[config.mk]
export PLATFORM = sky130hd
export DESIGN_NAME = gpfc_global_config
export DESIGN_NICKNAME = d
export VERILOG_FILES = /design/src/hdl/gpfc_pkg.sv /design/src/hdl/gpfc_flash_decode.sv /design/src/hdl/gpfc_global_config.sv
export SDC_FILE = /design/constraint.sdc
export NUM_CORES = 1
export LEC_CHECK = 0
export ABC_AREA = 1
export BUFFER_PORTS_ARGS = -buffer_cell sky130_fd_sc_hd__buf_2
export CORE_MARGIN = 5
export CORE_UTILIZATION = 48
export CTS_CLUSTER_DIAMETER = 60
export CTS_CLUSTER_SIZE = 25
export DETAILED_ROUTE_END_ITERATION = 16
export GPL_TIMING_DRIVEN = 0
export PLACE_DENSITY_LB_ADDON = 0.08
export SYNTH_ARGS = -nofsm -noshare
export SYNTH_HDL_FRONTEND = slang
export SYNTH_SLANG_ARGS = --single-unit
[constraint.sdc]
create_clock -name i_mclk -period 4.2 [get_ports i_mclk]
set_input_delay 0.84 -clock i_mclk [delete_from_list [all_inputs] [get_ports i_mclk]]
set_output_delay 0.84 -clock i_mclk [all_outputs]
set_load 0.05 [all_outputs]
[src/hdl/gpfc_pkg.sv]
// Package for the global pin function configuration bank.
// Assumes an 8-bit index/data configuration port in front of the bank.
package gpfc_pkg;
   localparam logic [7:0] GPFC_OFS_FLASH  = 8'h2A;
   localparam logic [7:0] GPFC_OFS_FIRST  = 8'h2C;
   localparam logic [7:0] GPFC_OFS_SECOND = 8'h2D;
   localparam logic [7:0] GPFC_RST_FLASH  = 8'h00;
   localparam logic [7:0] GPFC_RST_FIRST  = 8'hE2;
   localparam logic [7:0] GPFC_RST_SECOND = 8'h21;
   localparam logic [7:0] GPFC_FIRST_WMASK = 8'hEF;
   localparam int GPFC_FIRST_STRAP_BIT = 4;
   localparam int GPFC_FIRST_VID_BIT   = 3;
   localparam int GPFC_FIRST_GRP_LSB   = 0;
   localparam int GPFC_FIRST_GRP_MSB   = 1;
   localparam int GPFC_FIRST_THERM_BIT = 2;
   localparam int GPFC_FIRST_ROUT_HI_BIT = 7;
   localparam int GPFC_FIRST_ROUT_MSB  = 6;
   localparam int GPFC_FIRST_ROUT_LSB  = 5;
   localparam int GPFC_FLASH_RM_MSB    = 5;
   localparam int GPFC_FLASH_RM_LSB    = 4;
   localparam int GPFC_FLASH_SDA_BIT   = 3;
   localparam int GPFC_FLASH_SCL_BIT   = 2;
   localparam int GPFC_FLASH_TWI_BIT   = 1;
   localparam int GPFC_FLASH_KBMS_BIT  = 0;
   localparam int GPFC_FLASH_CLK_MSB   = 7;
   localparam int GPFC_FLASH_CLK_LSB   = 6;
   localparam logic [7:0] GPFC_RD_NONE = 8'h00;
   localparam int GPFC_RDBYTES_NORMAL  = 1;
   localparam int GPFC_RDBYTES_FAST    = 4;
   localparam int GPFC_MHZ_16 = 16;
   localparam int GPFC_MHZ_22 = 22;
   localparam int GPFC_MHZ_33 = 33;
   localparam logic [1:0] GPFC_CLK_16 = 2'h0;
   localparam logic [1:0] GPFC_CLK_33 = 2'h1;
   localparam logic [1:0] GPFC_CLK_22 = 2'h2;
   localparam logic [1:0] GPFC_RM_NORMAL = 2'h0;
   localparam logic [1:0] GPFC_RM_FAST   = 2'h3;
   localparam logic [1:0] GPFC_GRP_TRI   = 2'h0;
   localparam logic [1:0] GPFC_GRP_IR    = 2'h1;
   localparam logic [1:0] GPFC_GRP_GPIO  = 2'h2;
   localparam logic [1:0] GPFC_GRP_UART  = 2'h3;

   typedef enum logic [1:0] {
      GPFC_GRP_TRISTATE_MODE,
      GPFC_GRP_INFRARED_MODE,
      GPFC_GRP_ALL_GPIO_MODE,
      GPFC_GRP_SECOND_UART_MODE
   } gpfc_group_mode_type;

   typedef struct packed {
      logic [5:0] clock_mhz;
      logic       fast_read;
      logic       dummy_byte;
      logic [2:0] read_bytes;
      logic       active;
   } gpfc_flash_cfg_type;

   typedef struct packed {
      logic                twowire_pins;
      logic                sda_filter_on;
      logic                scl_filter_on;
      logic                kbms_as_gpio;
      logic [2:0]          reset_out_sel;
      logic                power_mgmt_pins;
      logic                vid_threshold_select;
      logic                thermal_shutdown_enable;
      gpfc_group_mode_type group_mode;
      logic [7:0]          second_gpio_sel;
   } gpfc_route_type;
endpackage

[src/hdl/gpfc_flash_decode.sv]
// Decodes the serial flash fields into clock rate, read mode and length.
// Assumes the function enable comes from another global register.
`timescale 1ns/100ps
module gpfc_flash_decode (
   input  wire logic                        i_enable,
   input  wire logic [1:0]                  i_clk_sel,
   input  wire logic [1:0]                  i_read_mode,
   output gpfc_pkg::gpfc_flash_cfg_type     o_cfg
);
   import gpfc_pkg::*;

   always_comb begin
      o_cfg            = '0;
      o_cfg.active     = i_enable;
      o_cfg.clock_mhz  = 6'(GPFC_MHZ_16);
      o_cfg.read_bytes = 3'(GPFC_RDBYTES_NORMAL);
      if (i_enable) begin
         if (i_read_mode == GPFC_RM_FAST) begin
            o_cfg.fast_read  = 1'b1;
            o_cfg.dummy_byte = 1'b1;
            o_cfg.clock_mhz  = 6'(GPFC_MHZ_33);
            o_cfg.read_bytes = 3'(GPFC_RDBYTES_FAST);
         end else if (i_read_mode == GPFC_RM_NORMAL) begin
            case (i_clk_sel)
               GPFC_CLK_16: o_cfg.clock_mhz = 6'(GPFC_MHZ_16);
               GPFC_CLK_33: o_cfg.clock_mhz = 6'(GPFC_MHZ_33);
               GPFC_CLK_22: o_cfg.clock_mhz = 6'(GPFC_MHZ_22);
               default:     o_cfg.clock_mhz = 6'(GPFC_MHZ_16);
            endcase
            o_cfg.read_bytes = 3'(GPFC_RDBYTES_NORMAL);
         end
      end
   end
endmodule

[src/hdl/gpfc_global_config.sv]
// Global pin function configuration bank: three byte registers at the
// configuration port, decoded into flash settings and pin routing.
// Assumes the index/data port has already been unlocked by software and
// presents one-cycle write and read strobes with an 8-bit index.
//
// Overview of operation
// - Clock select gives 16, 33, 22 MHz in normal read mode 00
// - Flash fields ignored while flash disabled
// - Read mode 00 normal, 11 fast 33MHz
// - Normal read one byte, fast four bytes
// - Bit 3 bypasses data input filter
// - Bit 2 bypasses clock input filter
// - Bit 1 routes shared pins to two-wire bus
// - Bit 0 turns keyboard/mouse pins to GPIO
// - Bits 7..5 choose GPIO or reset output, bits 6..5 only with two-wire bit clear
// - Bit 4 read-only power-management strap
// - Bit 3 strap-loaded VOLTAGE_IDENT_INPUTS threshold select
// - Bit 2 battery-held thermal shutdown enable
// - Bits 1..0 select eight-pin group function
// - Second register bits pick function or GPIO
// - Second register resets to 21h
// - Flash register resets to 00h
// - First register resets to E2h except straps
// - Read mode and thermal enable in battery domain, second register on resume reset, others standby
`timescale 1ns/100ps
module gpfc_global_config (
   input  wire logic                     i_mclk,
   input  wire logic                     i_sys_rst,
   input  wire logic                     i_battery_rst,
   input  wire logic                     i_resume_reset_n,
   input  wire logic                     i_strap_power_mgmt,
   input  wire logic                     i_strap_vid_gtl,
   input  wire logic                     i_flash_enable,
   input  wire logic                     i_wr,
   input  wire logic                     i_rd,
   input  wire logic [7:0]               i_index,
   input  wire logic [7:0]               i_wdata,
   output logic      [7:0]               o_rdata,
   output logic                          o_rvalid,
   output gpfc_pkg::gpfc_flash_cfg_type  o_flash,
   output gpfc_pkg::gpfc_route_type      o_route
);
   import gpfc_pkg::*;

   logic [7:0]         flash_standby;
   logic [1:0]         read_mode;
   logic [7:0]         first_reg;
   logic [7:0]         second_reg;
   logic               strap_power_mgmt;
   logic               strap_taken;
   logic               thermal_bit;
   logic [7:0]         flash_view;
   logic [7:0]         first_view;
   gpfc_flash_cfg_type next_flash;
   gpfc_route_type     next_route;

   // Flash register, standby-domain bits
   always_ff @(posedge i_mclk or posedge i_sys_rst) begin
      if (i_sys_rst) begin
         flash_standby <= GPFC_RST_FLASH;
      end else if (i_wr && i_index == GPFC_OFS_FLASH) begin
         flash_standby <= i_wdata;
      end
   end

   // Read mode field, battery domain
   always_ff @(posedge i_mclk or posedge i_battery_rst) begin
      if (i_battery_rst) begin
         read_mode <= GPFC_RST_FLASH[GPFC_FLASH_RM_MSB:GPFC_FLASH_RM_LSB];
      end else if (i_wr && i_index == GPFC_OFS_FLASH) begin
         read_mode <= i_wdata[GPFC_FLASH_RM_MSB:GPFC_FLASH_RM_LSB];
      end
   end

   // Flash register as software sees it, read mode from battery domain
   always_comb begin
      flash_view = flash_standby;
      flash_view[GPFC_FLASH_RM_MSB:GPFC_FLASH_RM_LSB] = read_mode;
   end

   // First register standby bits; VOLTAGE_IDENT_INPUTS threshold loaded from strap
   always_ff @(posedge i_mclk or posedge i_sys_rst) begin
      if (i_sys_rst) begin
         first_reg   <= GPFC_RST_FIRST;
         strap_taken <= 1'b0;
         strap_power_mgmt <= 1'b0;
      end else begin
         if (!strap_taken) begin
            strap_taken      <= 1'b1;
            strap_power_mgmt <= i_strap_power_mgmt;
            first_reg[GPFC_FIRST_VID_BIT] <= i_strap_vid_gtl;
         end else if (i_wr && i_index == GPFC_OFS_FIRST) begin
            first_reg <= i_wdata & GPFC_FIRST_WMASK;
         end
      end
   end

   // Thermal shutdown enable, battery domain
   always_ff @(posedge i_mclk or posedge i_battery_rst) begin
      if (i_battery_rst) begin
         thermal_bit <= GPFC_RST_FIRST[GPFC_FIRST_THERM_BIT];
      end else if (i_wr && i_index == GPFC_OFS_FIRST) begin
         thermal_bit <= i_wdata[GPFC_FIRST_THERM_BIT];
      end
   end

   always_comb begin
      first_view = first_reg;
      first_view[GPFC_FIRST_STRAP_BIT] = strap_power_mgmt;
      first_view[GPFC_FIRST_THERM_BIT] = thermal_bit;
   end

   // Second register, reset to 21h only by resume reset
   always_ff @(posedge i_mclk or negedge i_resume_reset_n) begin
      if (!i_resume_reset_n) begin
         second_reg <= GPFC_RST_SECOND;
      end else if (i_wr && i_index == GPFC_OFS_SECOND) begin
         second_reg <= i_wdata;
      end
   end

   // Read port
   always_ff @(posedge i_mclk or posedge i_sys_rst) begin
      if (i_sys_rst) begin
         o_rdata  <= GPFC_RD_NONE;
         o_rvalid <= 1'b0;
      end else begin
         o_rvalid <= i_rd;
         if (i_rd) begin
            case (i_index)
               GPFC_OFS_FLASH:  o_rdata <= flash_view;
               GPFC_OFS_FIRST:  o_rdata <= first_view;
               GPFC_OFS_SECOND: o_rdata <= second_reg;
               default:         o_rdata <= GPFC_RD_NONE;
            endcase
         end
      end
   end

   gpfc_flash_decode u_flash_decode (
      .i_enable    (i_flash_enable),
      .i_clk_sel   (flash_view[GPFC_FLASH_CLK_MSB:GPFC_FLASH_CLK_LSB]),
      .i_read_mode (read_mode),
      .o_cfg       (next_flash)
   );

   // Pin routing decode
   always_comb begin
      next_route = '0;
      next_route.twowire_pins  = flash_view[GPFC_FLASH_TWI_BIT];
      next_route.sda_filter_on = ~flash_view[GPFC_FLASH_SDA_BIT];
      next_route.scl_filter_on = ~flash_view[GPFC_FLASH_SCL_BIT];
      next_route.kbms_as_gpio  = flash_view[GPFC_FLASH_KBMS_BIT];
      next_route.reset_out_sel[2] = first_view[GPFC_FIRST_ROUT_HI_BIT];
      if (flash_view[GPFC_FLASH_TWI_BIT]) begin
         next_route.reset_out_sel[1:0] = 2'h0;
      end else begin
         next_route.reset_out_sel[1:0] = first_view[GPFC_FIRST_ROUT_MSB:GPFC_FIRST_ROUT_LSB];
      end
      next_route.power_mgmt_pins         = strap_power_mgmt;
      next_route.vid_threshold_select    = first_view[GPFC_FIRST_VID_BIT];
      next_route.thermal_shutdown_enable = first_view[GPFC_FIRST_THERM_BIT];
      case (first_view[GPFC_FIRST_GRP_MSB:GPFC_FIRST_GRP_LSB])
         GPFC_GRP_TRI:  next_route.group_mode = GPFC_GRP_TRISTATE_MODE;
         GPFC_GRP_IR:   next_route.group_mode = GPFC_GRP_INFRARED_MODE;
         GPFC_GRP_GPIO: next_route.group_mode = GPFC_GRP_ALL_GPIO_MODE;
         GPFC_GRP_UART: next_route.group_mode = GPFC_GRP_SECOND_UART_MODE;
         default:       next_route.group_mode = GPFC_GRP_ALL_GPIO_MODE;
      endcase
      next_route.second_gpio_sel = second_reg;
   end

   always_ff @(posedge i_mclk or posedge i_sys_rst) begin
      if (i_sys_rst) begin
         o_flash <= '0;
         o_route <= '0;
      end else begin
         o_flash <= next_flash;
         o_route <= next_route;
      end
   end
endmodule

==> metrics <==
CTS Hold Bufs=0; total CTS buffers=9; number of diodes=0; Reg clk slew, reported paths=60 ps; Setup Skew=4.42 ps; max_cap viols=0; share of layout cells above drive strength 1=0.336; minimum clock period=1880 ps; Synth Cell Area=2430 um^2; Yosys cell types=21; unrepaired setup endpoints after global routing=no; area of the multi-input gates=726 um^2; outcome=finished clean; most frequent cells in the layout=buf_2, nand2_1, dfrtp_1; I/O pin count=66; input/output buffers=63; critical path fanouts, max=3; GRT Total Usage=0.176; max reg flops=20; Worst-Skew Late Latency=330 ps; CTS sink cnt=60; initial antenna violation count=0; DRC=0; most common cell after layout, fill and taps aside=buf_2; sequential cell area=1510 um^2; largest net degree at the start of global routing=37; Final Setup Violations=0; fill cell count=454; fin crit share=0.447; DP Cell Count=375; Setup Crit Path Kind=reg -> out; synthesized area per cell=10.0 um^2; CTS tree=yes; vias per inst=4.56; core box area=4820 um^2; #FFs+latches synth=60; Seq/Total Area, Yosys=0.621; Final ANT Viol Nets=0; max-slew violations=0; number of global-route vias before repair=1743; Yosys Warn Count=0; Die X=81.2 um; DR pass1 iterations=4; worst hold path class=in -> async; Critical Path End Type=output pin; worst vdd ir=0.426 mV; first-pass GRT wire length=8490 um; Post-Syn Instances=243; grt total ovfl=0; row cnt=25; clock buffer depth=2; nets@finish=344; dpl hpwl=3820 um; Syn-to-layout area delta=25.7%; vias=1782; Pleak=1.69 nW; Sum Neg Setup Slack=0 ps; CP arrival=1040 ps; Routed WL=5050 um; initial detailed-routing violation count=54; fmax=532 MHz; Die Y-Extent=81.2 um; die area=6590 um^2; Root Driver=clkbuf_8; CTS H-tree lvls=3; Initial Util=0.504; Non-Filler Instances=391; PwrDens=416 nW/um^2; Post-CTS Repair Setup Buffers=0; Startpoint Class=flop; DR WL/cell=12.9 um; Hold Vio Cnt, Final=0; routability-driven placement congestion ratio=0.778; post-cts resize count=0; Critical Path RT=3360 ps
[power breakdown]
group          switching, mW  internal (mW)  leakage [nW]
logic                 0.0989         0.0338         0.820
registers             0.0146          0.606         0.765
clock network          0.212          0.304         0.102
[logic make-up (layout without fill, tap and decap cells)]
family / after synthesis / in the layout / share of synthesized area
AO/OA/AOI/OAI: 18 / 18 / 0.0432
flip-flops: 60 / 60 / 0.621
other: 2 / 3 / 0.00309
buffers and inverters: 40 / 120 / 0.0819
AND/OR/NAND/NOR: 123 / 123 / 0.251
[through the flow]
step | utilization | area [um^2] | total power, mW | hold slack, ps | setup slack (ps)
after global routing | 0.634 | 3060 | 1.33 | 335 | 2260
after global placement | 0.588 | 2830 | 0.762 | 399 | 1560
after detailed placement | 0.592 | 2850 | 0.766 | 397 | 2220
after floorplan | - | 2430 | 0.720 | 369 | 2190
after CTS | 0.634 | 3060 | 1.29 | 328 | 2300
final | 0.634 | 3060 | 1.27 | 342 | 2320
[layout make-up]
| type | instances | share of cell area |
|---|---|---|
| Tap cell | 67 | 0.0274 |
| Buffer | 14 | 0.0332 |
| Clock buffer | 12 | 0.0508 |
| Multi-Input combinational cell | 144 | 0.238 |
| Clock inverter | 4 | 0.0156 |
| Sequential cell | 60 | 0.494 |
| Inverter | 26 | 0.0319 |
| Timing Repair Buffer | 64 | 0.110 |
[worst paths after layout]
| path | from | to | slack, ps | cells after the start |
|---|---|---|---|---|
| max | o_flash[3]$_DFF_PP0_ | o_flash[5] | 2320 | 2 |
| min | i_resume_reset_n | second_reg[7]$_DFFE_PN0P_ | 340 | 1 |
| max reg2reg | read_mode[1]$_DFFE_PP0P_ | o_flash[10]$_DFF_PP0_ | 3140 | 4 |
| min reg2reg | second_reg[2]$_DFFE_PN0P_ | o_route[2]$_DFF_PP0_ | 410 | 0 |
| max in group asynchronous | i_sys_rst | first_reg[5]$_DFFE_PP1P_ | 3190 | 3 |
| min in group i_mclk | second_reg[2]$_DFFE_PN0P_ | o_route[2]$_DFF_PP0_ | 410 | 0 |
[layer usage]
layer	part of all wire	GRT usage
met4	0.011	0.0912
met3	0.072	0.0455
met5	0	0
met2	0.46	0.259
met1	0.46	0.239
[cells in the mapped netlist]
cell type  number  area, um^2
buf_4           8        60.1
buf_6           1        11.3
nand2_1        61         229
dfrtp_1        54        1350
nor2_8          2        40.0
nor2_1          7        26.3
inv_2           1        3.75
nor2_4          4        45.0
nand2_2         4        25.0
conb_1          2        7.51
a21oi_1         2        10.0
nand2_4         1        11.3
nand3_1        43         215
dfstp_2         6         158
o21ai_1         7        35.0
clkbuf_1        4        15.0
nand3_4         1        17.5
inv_1          25        93.8
buf_8           1        15.0
o21ai_0         3        15.0
o21a_1          6        45.0
[worst max-delay path, cell delays in order, from the launching register on]
cell and delay (ps):
dfrtp_1 380, buf_4 130, buf_2 200
(Power assumes the default switching activity.)
